## config.mk

```make
export PLATFORM = sky130hd
export DESIGN_NAME = logic_function_evaluator
export DESIGN_NICKNAME = d
export VERILOG_FILES = /design/src/lfe_pkg.sv /design/src/logic_function_evaluator.sv
export SDC_FILE = /design/constraint.sdc
export NUM_CORES = 2
export LEC_CHECK = 0
export BUFFER_PORTS_ARGS = -buffer_cell sky130_fd_sc_hd__buf_2
export CELL_PAD_IN_SITES_DETAIL_PLACEMENT = 0
export CELL_PAD_IN_SITES_GLOBAL_PLACEMENT = 1
export CORE_MARGIN = 3
export CORE_UTILIZATION = 47
export CTS_CLUSTER_DIAMETER = 150
export DETAILED_ROUTE_END_ITERATION = 7
export PLACE_DENSITY = 0.93
export REMOVE_ABC_BUFFERS = 1
export SLEW_MARGIN = 20
export SYNTH_ARGS = -nofsm -noshare
export SYNTH_HDL_FRONTEND = slang
export SYNTH_SLANG_ARGS = --single-unit
```

## constraint.sdc

```tcl
create_clock -name sys_clk_i -period 16.9 [get_ports sys_clk_i]
set_clock_uncertainty 0.1 [all_clocks]
set_input_delay 3.38 -clock sys_clk_i [delete_from_list [all_inputs] [get_ports sys_clk_i]]
set_output_delay 3.38 -clock sys_clk_i [all_outputs]
set_load 0.05 [all_outputs]
```

## src/lfe_pkg.sv

```systemverilog
package lfe_pkg;
   // ----------------------------------------
   // sizes
   // ----------------------------------------
   localparam int NI = 10;
   localparam int NIN = 8;
   localparam int NEQ = 16;
   localparam int DEP = 8;
   localparam int NFN = 22;
   localparam logic [3:0] BYTE_N = 4'h8;
   localparam logic [3:0] XOR_MIN = 4'h2;
   localparam logic [3:0] XOR_MAX = 4'ha;
   localparam logic [3:0] CNT_SAT = 4'hf;
   localparam logic [3:0] DEP_MAX = 4'h8;
   // ----------------------------------------
   // token kinds
   // ----------------------------------------
   localparam logic [3:0] TK_NONE = 4'h0;
   localparam logic [3:0] TK_FUNC = 4'h1;
   localparam logic [3:0] TK_OPEN = 4'h2;
   localparam logic [3:0] TK_CLOSE = 4'h3;
   localparam logic [3:0] TK_COMMA = 4'h4;
   localparam logic [3:0] TK_INT = 4'h5;
   localparam logic [3:0] TK_DEC = 4'h6;
   localparam logic [3:0] TK_SEMI = 4'h7;
   localparam logic [3:0] TK_BAD = 4'h8;
   localparam logic [3:0] TK_EOE = 4'h9;
   localparam logic [3:0] TK_EOA = 4'ha;
   // ----------------------------------------
   // checker message codes
   // ----------------------------------------
   localparam logic [3:0] E_NONE = 4'h0;
   localparam logic [3:0] E_MISS_SEMI = 4'h1;
   localparam logic [3:0] E_OPEN = 4'h2;
   localparam logic [3:0] E_CLOSE = 4'h3;
   localparam logic [3:0] E_COMMA = 4'h4;
   localparam logic [3:0] E_EMPTY = 4'h5;
   localparam logic [3:0] E_SEMI = 4'h6;
   localparam logic [3:0] E_FEW = 4'h7;
   localparam logic [3:0] E_SYNTAX = 4'h8;
   localparam logic [3:0] E_UNKNOWN = 4'h9;
   localparam logic [3:0] E_BAD_OPEN = 4'ha;
   localparam logic [3:0] E_MANY = 4'hb;
   localparam logic [3:0] E_NUMBER = 4'hc;
   localparam logic [3:0] E_PARAM = 4'hd;
   localparam logic [3:0] E_RES = 4'he;
   localparam logic [3:0] E_DONE = 4'hf;
   // ----------------------------------------
   // function table, index = function id
   // ----------------------------------------
   localparam logic [0:21][3:0] FN_REQ = {
      4'h2, 4'h2, 4'h3, 4'h1, 4'h1, 4'h1, 4'h1, 4'h1, 4'h1, 4'h1, 4'h2,
      4'h1, 4'h2, 4'h1, 4'h2, 4'h3, 4'h3, 4'h2, 4'h2, 4'h2, 4'h2, 4'h2};
   localparam logic [0:21][3:0] FN_MAX = {
      4'ha, 4'h2, 4'h3, 4'h1, 4'h1, 4'h1, 4'h1, 4'h1, 4'h1, 4'h1, 4'ha,
      4'h1, 4'h2, 4'h1, 4'h2, 4'h4, 4'h4, 4'h2, 4'h2, 4'h2, 4'h2, 4'ha};
   // zero means no instance limit
   localparam logic [0:21][4:0] FN_LIM = {
      5'h00, 5'h0a, 5'h14, 5'h00, 5'h00, 5'h0a, 5'h00, 5'h00, 5'h00,
      5'h00, 5'h00, 5'h00, 5'h0a, 5'h0a, 5'h0a, 5'h0a, 5'h0a, 5'h0a,
      5'h0a, 5'h0a, 5'h0a, 5'h00};
   // bit p set: parameter p must be a literal integer
   localparam logic [0:21][15:0] FN_LIT = {
      16'h0000, 16'h0003, 16'h0004, 16'h0001, 16'h0001, 16'h0000,
      16'h0001, 16'h0001, 16'h0001, 16'h0000, 16'h0000, 16'h0001,
      16'h0003, 16'h0000, 16'h0000, 16'h0008, 16'h0008, 16'h0000,
      16'h0002, 16'h0002, 16'h0002, 16'h0000};
   typedef enum logic [2:0] {
      M_OOS = 3'b001,
      M_CHK = 3'b010,
      M_AUTO = 3'b100
   } mode_type;
endpackage : lfe_pkg

```

## src/logic_function_evaluator.sv

```systemverilog
//
// Function
// - pulse_count_divider asserts one strobe after divisor input pulses
// - rising edge primitive true only in false-to-true strobe
// - reset_priority_latch cleared by reset, else set latches true
// - left_shift_byte shifts toward top, data into bit 0
// - shift registers cleared while reset true; reset optional
// - right_shift_byte shifts toward bottom, data into bit 7
// - shift output is bit selected by index; 3 or 4 params
// - set_priority_latch forced true by set, follows set under reset
// - off_delay_timer holds true time x 100 ms after operand falls
// - on_delay_timer goes true time x 100 ms after operand rises
// - pulse_timer true for time x 100 ms on each rise while no pulse is running
// - xor of 2..10 operands false when all equal
// - at most ten instances per limited primitive (twenty for function id 2), else resource error
// - equation check runs on move to in-service
// - check in order, stop at first error, back to out_of_service_mode
// - report failing equation and message code
// - run-time bounds checks in service flag bad status
// - distinct terminator, bracket, comma, empty, early terminator errors
// - distinct too-few and too-many parameter errors
// - decimal number error and nested-result-for-literal error
// - unknown function, generic syntax, bracket after call close
// - all passed gives completion status
// - equation values held from previous strobe for later references
// - each equation result delivered as one boolean
module logic_function_evaluator (
   input wire logic sys_clk_i,
   input wire logic rst_i,
   input wire logic strobe_i,
   input wire logic tick_i,
   input wire logic [lfe_pkg::NIN-1:0] in_i,
   input wire logic [lfe_pkg::NI-1:0][2:0] ps_chan_i,
   input wire logic [lfe_pkg::NI-1:0][7:0] ps_div_i,
   output logic [lfe_pkg::NI-1:0] ps_q_o,
   output logic [lfe_pkg::NI-1:0] ps_bad_o,
   input wire logic [lfe_pkg::NI-1:0] rise_a_i,
   output logic [lfe_pkg::NI-1:0] rise_q_o,
   input wire logic [lfe_pkg::NI-1:0] rpl_set_i,
   input wire logic [lfe_pkg::NI-1:0] rpl_rst_i,
   output logic [lfe_pkg::NI-1:0] rpl_q_o,
   input wire logic [lfe_pkg::NI-1:0] spl_set_i,
   input wire logic [lfe_pkg::NI-1:0] spl_rst_i,
   output logic [lfe_pkg::NI-1:0] spl_q_o,
   input wire logic [lfe_pkg::NI-1:0] lsh_d_i,
   input wire logic [lfe_pkg::NI-1:0] lsh_clk_i,
   input wire logic [lfe_pkg::NI-1:0] lsh_rst_i,
   input wire logic [lfe_pkg::NI-1:0] lsh_rst_en_i,
   input wire logic [lfe_pkg::NI-1:0][3:0] lsh_bit_i,
   output logic [lfe_pkg::NI-1:0] lsh_q_o,
   output logic [lfe_pkg::NI-1:0] lsh_bad_o,
   input wire logic [lfe_pkg::NI-1:0] rsh_d_i,
   input wire logic [lfe_pkg::NI-1:0] rsh_clk_i,
   input wire logic [lfe_pkg::NI-1:0] rsh_rst_i,
   input wire logic [lfe_pkg::NI-1:0] rsh_rst_en_i,
   input wire logic [lfe_pkg::NI-1:0][3:0] rsh_bit_i,
   output logic [lfe_pkg::NI-1:0] rsh_q_o,
   output logic [lfe_pkg::NI-1:0] rsh_bad_o,
   input wire logic [lfe_pkg::NI-1:0] tof_a_i,
   input wire logic [lfe_pkg::NI-1:0][7:0] tof_t_i,
   output logic [lfe_pkg::NI-1:0] tof_q_o,
   input wire logic [lfe_pkg::NI-1:0] ton_a_i,
   input wire logic [lfe_pkg::NI-1:0][7:0] ton_t_i,
   output logic [lfe_pkg::NI-1:0] ton_q_o,
   input wire logic [lfe_pkg::NI-1:0] tp_a_i,
   input wire logic [lfe_pkg::NI-1:0][7:0] tp_t_i,
   output logic [lfe_pkg::NI-1:0] tp_q_o,
   input wire logic [lfe_pkg::NI-1:0] xor_a_i,
   input wire logic [3:0] xor_n_i,
   output logic xor_q_o,
   output logic xor_bad_o,
   input wire logic [lfe_pkg::NEQ-1:0] eq_val_i,
   output logic [lfe_pkg::NEQ-1:0] eq_out_o,
   input wire logic go_auto_i,
   input wire logic go_oos_i,
   input wire logic tok_valid_i,
   input wire logic [3:0] tok_kind_i,
   input wire logic [4:0] tok_fn_i,
   output logic tok_ready_o,
   output logic tgt_auto_o,
   output logic act_auto_o,
   output logic chk_done_o,
   output logic [3:0] chk_code_o,
   output logic [3:0] chk_eq_o
);
   // ----------------------------------------
   // state
   // ----------------------------------------
   typedef struct packed {
      logic [lfe_pkg::NIN-1:0] s1, s2, s3;
      logic tk;
      logic [lfe_pkg::NI-1:0] ps_q, ps_p, ps_bad;
      logic [lfe_pkg::NI-1:0][7:0] ps_c;
      logic [lfe_pkg::NI-1:0] ri_p, ri_q, rp_q, sp_q;
      logic [lfe_pkg::NI-1:0][7:0] ls_r, rs_r;
      logic [lfe_pkg::NI-1:0] ls_p, rs_p, ls_q, rs_q, ls_bad, rs_bad;
      logic [lfe_pkg::NI-1:0] tf_q, tn_q, tp_q, tp_p;
      logic [lfe_pkg::NI-1:0][7:0] tf_c, tn_c, tp_c;
      logic xq, xbad;
      logic [lfe_pkg::NEQ-1:0] eqv;
      lfe_pkg::mode_type md;
      logic [3:0] dep, last, code, eqn;
      logic [4:0] cfn;
      logic semi, done;
      logic [lfe_pkg::DEP-1:0][4:0] fstk;
      logic [lfe_pkg::DEP-1:0][3:0] cstk;
      logic [lfe_pkg::NFN-1:0][4:0] res;
   } st_type;

   st_type r_ff;
   st_type nxt_r;
   logic [lfe_pkg::NIN-1:0] edg;
   logic tk;
   logic hit;
   logic act;
   logic [lfe_pkg::NI-1:0] xm;
   logic [3:0] e;
   logic [2:0] top;
   logic [3:0] np;

   // ----------------------------------------
   // next state
   // ----------------------------------------
   always_comb begin
      nxt_r = r_ff;
      hit = 1'b0;
      e = lfe_pkg::E_NONE;
      top = r_ff.dep[2:0] - 3'h1;
      np = r_ff.cstk[top] + 4'h1;
      // two flops before edge detect, inputs are asynchronous pins
      nxt_r.s1 = in_i;
      nxt_r.s2 = r_ff.s1;
      nxt_r.s3 = r_ff.s2;
      edg = r_ff.s2 & ~r_ff.s3;
      act = (r_ff.md == lfe_pkg::M_AUTO);
      // tick held until the next strobe so none is missed
      tk = r_ff.tk | tick_i;
      nxt_r.tk = tick_i | (r_ff.tk & ~strobe_i);
      for (int i = 0; i < lfe_pkg::NI; i++) begin
         // prescaler counts pin pulses every clock
         hit = 1'b0;
         if (ps_div_i[i] != '0 && edg[ps_chan_i[i]]) begin
            if (r_ff.ps_c[i] + 8'h01 == ps_div_i[i]) begin
               nxt_r.ps_c[i] = '0;
               hit = 1'b1;
            end else begin
               nxt_r.ps_c[i] = r_ff.ps_c[i] + 8'h01;
            end
         end
         nxt_r.ps_bad[i] = act & (ps_div_i[i] == '0);
         nxt_r.ls_bad[i] = act & (lsh_bit_i[i] >= lfe_pkg::BYTE_N);
         nxt_r.rs_bad[i] = act & (rsh_bit_i[i] >= lfe_pkg::BYTE_N);
         if (strobe_i) begin
            nxt_r.ps_q[i] = r_ff.ps_p[i];
            nxt_r.ps_p[i] = hit;
            nxt_r.ri_q[i] = rise_a_i[i] & ~r_ff.ri_p[i];
            nxt_r.ri_p[i] = rise_a_i[i];
            nxt_r.rp_q[i] = ~rpl_rst_i[i] & (rpl_set_i[i] | r_ff.rp_q[i]);
            nxt_r.sp_q[i] = spl_set_i[i] | (~spl_rst_i[i] & r_ff.sp_q[i]);
            nxt_r.ls_p[i] = lsh_clk_i[i];
            nxt_r.rs_p[i] = rsh_clk_i[i];
            if (lsh_rst_i[i] & lsh_rst_en_i[i]) begin
               nxt_r.ls_r[i] = '0;
            end else if (lsh_clk_i[i] & ~r_ff.ls_p[i]) begin
               nxt_r.ls_r[i] = {r_ff.ls_r[i][6:0], lsh_d_i[i]};
            end
            if (rsh_rst_i[i] & rsh_rst_en_i[i]) begin
               nxt_r.rs_r[i] = '0;
            end else if (rsh_clk_i[i] & ~r_ff.rs_p[i]) begin
               nxt_r.rs_r[i] = {rsh_d_i[i], r_ff.rs_r[i][7:1]};
            end
            nxt_r.ls_q[i] = (lsh_bit_i[i] < lfe_pkg::BYTE_N)
               & nxt_r.ls_r[i][lsh_bit_i[i][2:0]];
            nxt_r.rs_q[i] = (rsh_bit_i[i] < lfe_pkg::BYTE_N)
               & nxt_r.rs_r[i][rsh_bit_i[i][2:0]];
            // counters saturate at the set time, so no wrap back
            if (!ton_a_i[i]) begin
               nxt_r.tn_c[i] = '0;
               nxt_r.tn_q[i] = 1'b0;
            end else begin
               if (tk && r_ff.tn_c[i] < ton_t_i[i]) begin
                  nxt_r.tn_c[i] = r_ff.tn_c[i] + 8'h01;
               end
               nxt_r.tn_q[i] = (nxt_r.tn_c[i] >= ton_t_i[i]);
            end
            if (tof_a_i[i]) begin
               nxt_r.tf_c[i] = '0;
               nxt_r.tf_q[i] = 1'b1;
            end else begin
               if (tk && r_ff.tf_c[i] < tof_t_i[i]) begin
                  nxt_r.tf_c[i] = r_ff.tf_c[i] + 8'h01;
               end
               nxt_r.tf_q[i] = (nxt_r.tf_c[i] < tof_t_i[i]);
            end
            nxt_r.tp_p[i] = tp_a_i[i];
            // a rise during a running pulse does not restart it
            if (tp_a_i[i] & ~r_ff.tp_p[i] & ~r_ff.tp_q[i]) begin
               nxt_r.tp_c[i] = '0;
               nxt_r.tp_q[i] = 1'b1;
            end else if (r_ff.tp_q[i]) begin
               if (tk) begin
                  nxt_r.tp_c[i] = r_ff.tp_c[i] + 8'h01;
               end
               nxt_r.tp_q[i] = (nxt_r.tp_c[i] < tp_t_i[i]);
            end
         end else begin
            nxt_r.ps_p[i] = r_ff.ps_p[i] | hit;
         end
      end
      for (int j = 0; j < lfe_pkg::NI; j++) begin
         xm[j] = (4'(j) < xor_n_i);
      end
      nxt_r.xbad = act & ((xor_n_i < lfe_pkg::XOR_MIN) | (xor_n_i > lfe_pkg::XOR_MAX));
      if (strobe_i) begin
         nxt_r.xq = |(xor_a_i & xm) & ~&(xor_a_i | ~xm);
         nxt_r.eqv = eq_val_i;
      end
      // ----------------------------------------
      // mode and equation checker
      // ----------------------------------------
      nxt_r.done = 1'b0;
      if (go_oos_i) begin
         nxt_r.md = lfe_pkg::M_OOS;
      end else if (r_ff.md == lfe_pkg::M_OOS && go_auto_i) begin
         nxt_r.md = lfe_pkg::M_CHK;
         nxt_r.dep = '0;
         nxt_r.eqn = '0;
         nxt_r.semi = 1'b0;
         nxt_r.last = lfe_pkg::TK_NONE;
         nxt_r.res = '0;
         nxt_r.code = lfe_pkg::E_NONE;
      end else if (r_ff.md == lfe_pkg::M_CHK && tok_valid_i) begin
         nxt_r.last = tok_kind_i;
         if (r_ff.semi && tok_kind_i != lfe_pkg::TK_EOE
             && tok_kind_i != lfe_pkg::TK_EOA) begin
            e = lfe_pkg::E_SEMI;
         end else if (r_ff.last == lfe_pkg::TK_FUNC && tok_kind_i != lfe_pkg::TK_OPEN) begin
            e = lfe_pkg::E_SYNTAX;
         end else begin
            unique case (tok_kind_i)
               lfe_pkg::TK_FUNC: begin
                  nxt_r.cfn = tok_fn_i;
                  if (r_ff.last != lfe_pkg::TK_NONE && r_ff.last != lfe_pkg::TK_OPEN
                      && r_ff.last != lfe_pkg::TK_COMMA) begin
                     e = lfe_pkg::E_SYNTAX;
                  end else if (tok_fn_i >= 5'(lfe_pkg::NFN)) begin
                     e = lfe_pkg::E_UNKNOWN;
                  end else if (r_ff.dep != '0
                     && lfe_pkg::FN_LIT[r_ff.fstk[top]][r_ff.cstk[top]]) begin
                     e = lfe_pkg::E_PARAM;
                  end else if (lfe_pkg::FN_LIM[tok_fn_i] != '0
                     && r_ff.res[tok_fn_i] == lfe_pkg::FN_LIM[tok_fn_i]) begin
                     e = lfe_pkg::E_RES;
                  end else begin
                     nxt_r.res[tok_fn_i] = r_ff.res[tok_fn_i] + 5'h01;
                  end
               end
               lfe_pkg::TK_OPEN: begin
                  if (r_ff.last == lfe_pkg::TK_CLOSE) begin
                     e = lfe_pkg::E_BAD_OPEN;
                  end else if (r_ff.last != lfe_pkg::TK_FUNC
                     || r_ff.dep == lfe_pkg::DEP_MAX) begin
                     e = lfe_pkg::E_SYNTAX;
                  end else begin
                     nxt_r.fstk[r_ff.dep[2:0]] = r_ff.cfn;
                     nxt_r.cstk[r_ff.dep[2:0]] = '0;
                     nxt_r.dep = r_ff.dep + 4'h1;
                  end
               end
               lfe_pkg::TK_CLOSE: begin
                  if (r_ff.dep == '0) begin
                     e = lfe_pkg::E_CLOSE;
                  end else if (r_ff.last == lfe_pkg::TK_OPEN) begin
                     e = lfe_pkg::E_EMPTY;
                  end else if (r_ff.last == lfe_pkg::TK_COMMA) begin
                     e = lfe_pkg::E_COMMA;
                  end else if (np < lfe_pkg::FN_REQ[r_ff.fstk[top]]) begin
                     e = lfe_pkg::E_FEW;
                  end else if (np > lfe_pkg::FN_MAX[r_ff.fstk[top]]) begin
                     e = lfe_pkg::E_MANY;
                  end else begin
                     nxt_r.dep = r_ff.dep - 4'h1;
                  end
               end
               lfe_pkg::TK_COMMA: begin
                  if (r_ff.dep == '0) begin
                     e = lfe_pkg::E_SYNTAX;
                  end else if (r_ff.last == lfe_pkg::TK_OPEN
                     || r_ff.last == lfe_pkg::TK_COMMA) begin
                     e = lfe_pkg::E_COMMA;
                  end else if (r_ff.cstk[top] != lfe_pkg::CNT_SAT) begin
                     nxt_r.cstk[top] = np;
                  end
               end
               lfe_pkg::TK_INT, lfe_pkg::TK_DEC: begin
                  if (tok_kind_i == lfe_pkg::TK_DEC) begin
                     e = lfe_pkg::E_NUMBER;
                  end else if (r_ff.dep == '0 || (r_ff.last != lfe_pkg::TK_OPEN
                     && r_ff.last != lfe_pkg::TK_COMMA)
                     || !lfe_pkg::FN_LIT[r_ff.fstk[top]][r_ff.cstk[top]]) begin
                     e = lfe_pkg::E_SYNTAX;
                  end
               end
               lfe_pkg::TK_SEMI: begin
                  if (r_ff.dep != '0 || r_ff.last == lfe_pkg::TK_NONE) begin
                     e = lfe_pkg::E_SEMI;
                  end else begin
                     nxt_r.semi = 1'b1;
                  end
               end
               lfe_pkg::TK_EOE: begin
                  if (r_ff.dep != '0) begin
                     e = lfe_pkg::E_OPEN;
                  end else if (!r_ff.semi) begin
                     e = lfe_pkg::E_MISS_SEMI;
                  end else begin
                     nxt_r.eqn = r_ff.eqn + 4'h1;
                     nxt_r.semi = 1'b0;
                     nxt_r.last = lfe_pkg::TK_NONE;
                  end
               end
               lfe_pkg::TK_EOA: begin
                  nxt_r.md = lfe_pkg::M_AUTO;
                  nxt_r.code = lfe_pkg::E_DONE;
                  nxt_r.done = 1'b1;
               end
               default: begin
                  e = lfe_pkg::E_SYNTAX;
               end
            endcase
         end
         if (e != lfe_pkg::E_NONE) begin
            nxt_r.md = lfe_pkg::M_OOS;
            nxt_r.code = e;
            nxt_r.done = 1'b1;
         end
      end
   end

   always_ff @(posedge sys_clk_i) begin
      if (rst_i) begin
         r_ff <= '0;
         r_ff.md <= lfe_pkg::M_OOS;
      end else begin
         r_ff <= nxt_r;
      end
   end

   // ----------------------------------------
   // outputs
   // ----------------------------------------
   assign ps_q_o = r_ff.ps_q;
   assign ps_bad_o = r_ff.ps_bad;
   assign rise_q_o = r_ff.ri_q;
   assign rpl_q_o = r_ff.rp_q;
   assign spl_q_o = r_ff.sp_q;
   assign lsh_q_o = r_ff.ls_q;
   assign lsh_bad_o = r_ff.ls_bad;
   assign rsh_q_o = r_ff.rs_q;
   assign rsh_bad_o = r_ff.rs_bad;
   assign tof_q_o = r_ff.tf_q;
   assign ton_q_o = r_ff.tn_q;
   assign tp_q_o = r_ff.tp_q;
   assign xor_q_o = r_ff.xq;
   assign xor_bad_o = r_ff.xbad;
   assign eq_out_o = r_ff.eqv;
   assign tok_ready_o = r_ff.md[1];
   assign tgt_auto_o = ~r_ff.md[0];
   assign act_auto_o = r_ff.md[2];
   assign chk_done_o = r_ff.done;
   assign chk_code_o = r_ff.code;
   assign chk_eq_o = r_ff.eqn;

   // ----------------------------------------
   // checks
   // ----------------------------------------
   a_rise_pulse: assert property (@(posedge sys_clk_i) disable iff (rst_i)
      strobe_i && rise_a_i[0] && !r_ff.ri_p[0] |=> rise_q_o[0])
      else $error("rise output missed");
   a_rise_level: assert property (@(posedge sys_clk_i) disable iff (rst_i)
      strobe_i && r_ff.ri_p[0] |=> !rise_q_o[0])
      else $error("rise output not single");
   a_rpl_reset: assert property (@(posedge sys_clk_i) disable iff (rst_i)
      strobe_i && rpl_rst_i[0] |=> !rpl_q_o[0])
      else $error("reset latch not cleared");
   a_spl_set: assert property (@(posedge sys_clk_i) disable iff (rst_i)
      strobe_i && spl_set_i[0] |=> spl_q_o[0])
      else $error("set latch not set");
   a_lsh_move: assert property (@(posedge sys_clk_i) disable iff (rst_i)
      strobe_i && lsh_clk_i[0] && !r_ff.ls_p[0] && !lsh_rst_i[0]
      |=> r_ff.ls_r[0] == {$past(r_ff.ls_r[0][6:0]), $past(lsh_d_i[0])})
      else $error("left shift wrong");
   a_xor_equal: assert property (@(posedge sys_clk_i) disable iff (rst_i)
      strobe_i && (xor_a_i == '0 || xor_a_i == '1) |=> !xor_q_o)
      else $error("xor true on equal operands");
   a_ton_low: assert property (@(posedge sys_clk_i) disable iff (rst_i)
      strobe_i && !ton_a_i[0] |=> !ton_q_o[0])
      else $error("on delay true while low");
   a_err_oos: assert property (@(posedge sys_clk_i) disable iff (rst_i)
      chk_done_o && chk_code_o != lfe_pkg::E_DONE |-> !tgt_auto_o && !act_auto_o)
      else $error("error left mode in service");
   a_done_auto: assert property (@(posedge sys_clk_i) disable iff (rst_i)
      chk_done_o && chk_code_o == lfe_pkg::E_DONE |-> act_auto_o ##1 !chk_done_o)
      else $error("completion without service");
endmodule : logic_function_evaluator

```

== After elaboration in Yosys (flattened, before gate mapping) ==
Memory sizes are Yosys's and may differ from the RTL's.
Index checks and enable logic that the tools add are counted.

* Input bits: 644
* Register bits: 901
* Memories kept: 4
* Output and inout bits: 150
* Word-level logic and storage cells: 1208
* Memory bits (read-only): 928

* Muxes and demuxes: 439
* $lt $le $gt $ge: 144
* Bitwise gates (word level): 262
* Add/sub/neg operators: 46
* Equal/unequal tests: 60
* Reduce and logical (&&, ||, !) cells: 122

{| class="wikitable"
|+ Memory list
! memory !! words !! bits a word !! rd ports !! clocked after memory_dff !! write ports !! line !! RTL
|-
| (no name shown) || 32 || 16 || 1 || 0 || 0 || logic_function_evaluator.sv:300 || <nowiki>|| !lfe_pkg::FN_LIT[r_ff.fstk[top]][r_ff.cstk[top]]) begin</nowiki>
|-
| (no name shown) || 32 || 5 || 1 || 0 || 0 || logic_function_evaluator.sv:252 || <nowiki>&& r_ff.res[tok_fn_i] == lfe_pkg::FN_LIM[tok_fn_i]) begin</nowiki>
|-
| (no name shown) || 32 || 4 || 1 || 0 || 0 || logic_function_evaluator.sv:279 || <nowiki>end else if (np > lfe_pkg::FN_MAX[r_ff.fstk[top]]) begin</nowiki>
|-
| (no name shown) || 32 || 4 || 1 || 0 || 0 || logic_function_evaluator.sv:277 || <nowiki>end else if (np < lfe_pkg::FN_REQ[r_ff.fstk[top]]) begin</nowiki>
|}

{| class="wikitable"
|+ Operator list
! kind !! number
|-
| 2-to-1 mux 8 bit || 210
|-
| 2-to-1 mux 110 bit || 6
|-
| 2-to-1 mux 72 bit || 8
|-
| 2-to-1 mux 208 bit || 2
|-
| adder 8 x 1 -> 8 bit (second input constant) || 40
|-
| less-than comparator 8 bit || 40
|-
| 2-to-1 mux 207 bit || 1
|-
| 2-to-1 mux 4 bit || 42
|-
| AND 1 bit || 143
|-
| less-than comparator 3 x 4 -> 1 bit (second input constant) || 32
|-
| bitwise mux 110 bit || 1
|-
| 2-to-1 mux 1 bit || 107
|-
| 2-to-1 mux 32 bit || 3
|-
| binary-select mux 1 bit (select 3 bit) || 30
|-
| == test 8 bit || 10
|-
| greater-or-equal comparator 4 bit (second input constant) || 20
|-
| greater-or-equal comparator 8 bit || 10
|-
| zero test 8 bit || 10
|-
| less-than comparator 4 bit (second input constant) || 20
|-
| nonzero test 8 bit || 10
|-
| NOT 1 bit || 77
|-
| case mux 32 bit (2 select lines) || 1
|-
| logical AND 1 bit || 43
|-
| bitwise mux 40 bit || 1
|-
| 81 further kinds || 206
|}

== Depth between registers and ports, before layout ==
* Depth after elaboration: 23
* Gate-level depth with buffers: 26
* Gate-level depth less buffers: 23

== Least setup slack after synthesis ==
Ideal clock, no wire load.

* Path type: input to register
* Start point: input port ton_t_i[25] (netlist bit)
* End point: register r_ff (netlist bit ton_q_o[3])
* Library setup time: 132 ps
* Stages on the path: 21
* Buffers on the path: 0
* Data required time: 16668 ps
* Arrival time: 7155 ps
* Path slack: 9512 ps
* Path through: inv_1 > ha_1 > a21o_1 > a21o_1 > a21o_1 > a21o_1 > a21o_1 > a21o_1 > a211oi_1 > mux2_2 > ha_1 > a21o_1 > a21o_1 > a21o_1 > a21oi_1 > nor2b_1 > o21ai_0 > nand2b_1 > a21oi_1 > or3_1 > a21oi_1

* Cells in the longest elaborated chain, start to end: 7

{| class="wikitable"
|+ Ends and longest elaborated chain
! element !! line !! RTL
|-
| start, declared || logic_function_evaluator.sv:63 || <nowiki>input wire logic [lfe_pkg::NI-1:0][7:0] ton_t_i,</nowiki>
|-
| less-than comparator 8 bit || logic_function_evaluator.sv:181 || <nowiki>if (tk && r_ff.tn_c[i] < ton_t_i[i]) begin</nowiki>
|-
| logical AND 1 bit || logic_function_evaluator.sv:181 ||
|-
| 2-to-1 mux 8 bit || logic_function_evaluator.sv:181 ||
|-
| 2-to-1 mux 8 bit || logic_function_evaluator.sv:177 || <nowiki>if (!ton_a_i[i]) begin</nowiki>
|-
| 2-to-1 mux 8 bit || logic_function_evaluator.sv:153 || <nowiki>if (strobe_i) begin</nowiki>
|-
| greater-or-equal comparator 8 bit * || logic_function_evaluator.sv:184 || <nowiki>nxt_r.tn_q[i] = (nxt_r.tn_c[i] >= ton_t_i[i]);</nowiki>
|-
| 2-to-1 mux 1 bit * || logic_function_evaluator.sv:177 ||
|-
| end signal, assigned || logic_function_evaluator.sv:345 || <nowiki>r_ff <= nxt_r;</nowiki>
|-
| end, declared || logic_function_evaluator.sv:110 || <nowiki>st_type r_ff;</nowiki>
|}

Every way passes the cells marked *; elsewhere a longest branch is shown, timed or not. The select of a mux whose other input is x is not followed.
A chain may end at the register's enable or synchronous reset.

== Final worst setup path ==
* Start point: input port ton_t_i[73] (netlist bit)
* End point: register r_ff (netlist bit ton_q_o[9])

The elaborated chain is that of the path after synthesis.

==> results by group <==
Timing
  • Worst Tran Pin Value: 1.16 ns
  • RSZ-0062 raised after global routing: false
  • Max-slew violations: 0
  • Tcrit/Tclk final: 0.425
  • F_max: 139 MHz
  • Worst relative slew slack: 0.222
  • Final setup TNS: 0 ns
  • Post-route minimum period: 7.18 ns
  • Fin. Hold Viols: 0
  • Min Hold Slack: 0.331 ns
  • Final Setup Violations: 0

Worst hold path
  • Worst hold-check path type: reg -> reg

CTS
  • CTS Buf Count: 102
  • CTS sink cnt: 901
  • Worst-path clk slew: 0.06 ns
  • # H-tree levels: 3
  • Post_cts resized: 0
  • Setup Buffers After CTS: 0
  • Clk Tree Root Cell: clkbuf_16
  • CTS tree: yes
  • CTS max path bufs: 3
  • Hold_buf cts: 0
  • Insertion delay to the later sink of the worst-skew pair: 0.71 ns

Drt
  • DR vias/cell: 5.79
  • WL per Instance: 18.0 µm
  • DR DRC count: 0
  • WL final: 157 mm
  • Total number of vias: 50,700
  • Drt pass-1 iters: 6
  • DR iter-0 viols: 3,553
  • Post-DRT Antenna Nets: 0

Logic synthesis
  • Top_reg_cell synth: dfxtp_1
  • Ys async rst share: 0
  • Netlist cell types: 91
  • Warnings, synthesis: 0
  • Post-synth EDFFs: 0
  • Largest family of logic cells by synthesized area: simple AND/OR/NAND/NOR gates
  • Mapped Avg Cell Area: 8.40 µm²
  • Area of the mapped netlist: 55,500 µm²
  • Post-synthesis sequential area ratio: 0.325
  • Synth Area in Compound Gates: 0.189
  • Synth Area in Simple Gates: 0.202
  • Area share of fa/ha/maj cells after synthesis: 0.0945
  • Xor/xnor share of the synthesized area: 0.0597
  • Syn Inst Count: 6,612
  • #FFs+latches synth: 901
  • Mux cell area share after synthesis: 0.0705

Placed design
  • DP HPWL: 116 mm
  • Port bufs: 793
  • Number of cells after detailed placement: 8,522
  • Placer's final routability congestion estimate: 0.942

Setup path
  • Critical path launch point type: primary input
  • Worst-path maximum fanout: 10
  • Slowest cell on the critical path: a211oi_1
  • CP max stage delay: 0.89 ns
  • CP Capture Type: flop
  • Arrival @ worst endpoint: 7.61 ns
  • Crit path required time: 17.33 ns
  • CP Class: in -> reg
  • Crit-path cells: buf_2, inv_1, ha_1, a21o_1, a21o_1, a21o_1, a21o_1, a21o_1, a21o_1, a211oi_1, mux2_2, ha_1, a21o_1, a21o_1, a21o_1, a21oi_1, nor2b_1, o21ai_0, nand2b_1, a21oi_1, or3_1, a21oi_1
  • CP most frequent cell: a21o_1

Cells and area
  • Number of flip-flops in the largest register: 736
  • # fillers: 10,800
  • Register with the most flip-flops: r_ff
  • Commonest non-fill, non-tap cell in the layout: dfxtp_1
  • Area taken by multi-input logic gates: 34,200 µm²
  • Layout cells sized above 1: 0.163
  • Most frequent cells in the layout: 900 x dfxtp_1, 791 x buf_2, 784 x nor2_1
  • Reg area: 18,000 µm²
  • Non-Filler Instances: 8,750
  • P&R area growth vs syn: 13.8%
  • Nets: 8,164

Global route
  • GRT Max-Usage Layer: met2
  • Overflow left after global routing: 0
  • Met2 Track Usage GR: 0.415
  • First-pass GRT wire length: 251 mm
  • Met1 Use GR: 0.306
  • Total track usage: 0.246
  • Vias in the first global route: 48,400
  • Largest net degree at the start of global routing: 176
  • Met3 usage: 0.0570
  • Initial antenna violation count: 61

Floorplan
  • Num ports: 794
  • Die Y: 350 µm
  • Initial Utilization: 0.476
  • Die area: 122,000 µm²
  • FP Rows: 125
  • Die X: 350 µm
  • Core area: 117,000 µm²

Power and ir drop
  • Peak supply drop: 0.0880 mV
  • P per Cell Area: 81.7 nW/µm²
  • Leak: 0.0282 µW

Run
  • Max-cap violations: 0

Outcome
  • Outcome: complete, no violations
[synth_stat cells (all sizes together) (16+ instances only)]
| master | n | area share |
|---|---|---|
| nand2b | 145 | 0.016 |
| a21o | 154 | 0.021 |
| mux2i | 168 | 0.030 |
| nand3b | 18 | 0.0024 |
| a22oi | 244 | 0.033 |
| a211oi | 61 | 0.0082 |
| a32o | 22 | 0.0040 |
| or2 | 20 | 0.0023 |
| nand2 | 554 | 0.037 |
| nor4 | 52 | 0.0061 |
| or3 | 94 | 0.011 |
| nor3 | 99 | 0.0093 |
| a22o | 88 | 0.014 |
| o21ai | 267 | 0.024 |
| inv | 275 | 0.019 |
| clkbuf | 242 | 0.016 |
| a21oi | 388 | 0.035 |
| o21a | 40 | 0.0054 |
| a2111oi | 16 | 0.0026 |
| o22ai | 55 | 0.0062 |
| xor2 | 141 | 0.022 |
| nand4 | 66 | 0.0077 |
| nand3 | 183 | 0.016 |
| nor2b | 80 | 0.0090 |
| nand4b | 29 | 0.0046 |
| mux4 | 88 | 0.036 |
| a31oi | 59 | 0.0066 |
| mux2 | 22 | 0.0045 |
| nor2 | 789 | 0.054 |
| a32oi | 33 | 0.0052 |
| a21boi | 17 | 0.0023 |
| and4 | 20 | 0.0032 |
| dfxtp | 901 | 0.32 |
| nor3b | 21 | 0.0028 |
| o211ai | 32 | 0.0043 |
| or4 | 27 | 0.0037 |
| and3 | 74 | 0.0083 |
| ha | 417 | 0.094 |
| buf | 203 | 0.025 |
| xnor2 | 236 | 0.037 |
| and2 | 46 | 0.0052 |
| o31ai | 26 | 0.0035 |
[path summary, 6_finish.rpt]
kind | startpoint | end | slack, ns | depth (start not counted)
max | ton_t_i[73] | ton_q_o[9] | 9.72 | 22
min | nxt_r[891] | nxt_r[883] | 0.33 | 1
max reg2reg | r_ff[201] | chk_code_o[1] | 10.31 | 21
min reg2reg | nxt_r[891] | nxt_r[883] | 0.33 | 1
[through the flow]
step                worst slack, ns  area, µm²  power, µW  utilization
CTS                            9.78      63100       5210        0.541
finish                         9.72      63200       5160        0.542
global placement               9.00      59500       2830        0.510
global route                   9.47      63200       5370        0.541
floorplan                      9.50      53200       2570            -
detailed placement             9.03      59500       2840        0.510
[report_power, final]
part / switching [µW] / internal, µW / total (µW) / leakage [µW]
sequential: 34.4 / 2160 / 2190 / 0.00729
clock: 972 / 1390 / 2360 / 0.00175
combinational: 383 / 224 / 607 / 0.0192
[layer usage]
metal,part of all wire,vias up,routed length [µm]
met5,0.0019,-,296
met4,0.035,40,5480
li1,-,24700,-
met1,0.42,24000,66200
met2,0.47,1580,74100
met3,0.073,350,11400
[cell families after synthesis]
logic type,Yosys count
AOI/OAI and AO/OA,1585
buffers and inverters,720
and+or+nand+nor,2332
muxes,278
xor gates and xnor gates,377
adders and majority gates,419
DFF,901
[critical path: cells and delay by family]
kind	cells	cell delay [ns]
AO/OA/AOI/OAI	14	2.83
buffers and inverters	2	0.13
adder cells (fa/ha/maj)	2	0.56
multiplexers	1	0.45
AND/OR/NAND/NOR	3	0.24
[area by class of cell]
class | instances | area share
antenna | 37 | 0.00147
clock buffer | 134 | 0.0455
clock inverter | 57 | 0.0117
inverter | 275 | 0.0165
multi-input combinational | 4991 | 0.541
sequential | 901 | 0.285
tap | 1524 | 0.0302
timing repair buffer | 831 | 0.0678
Note: power is estimated with default switching activity, not from simulation.
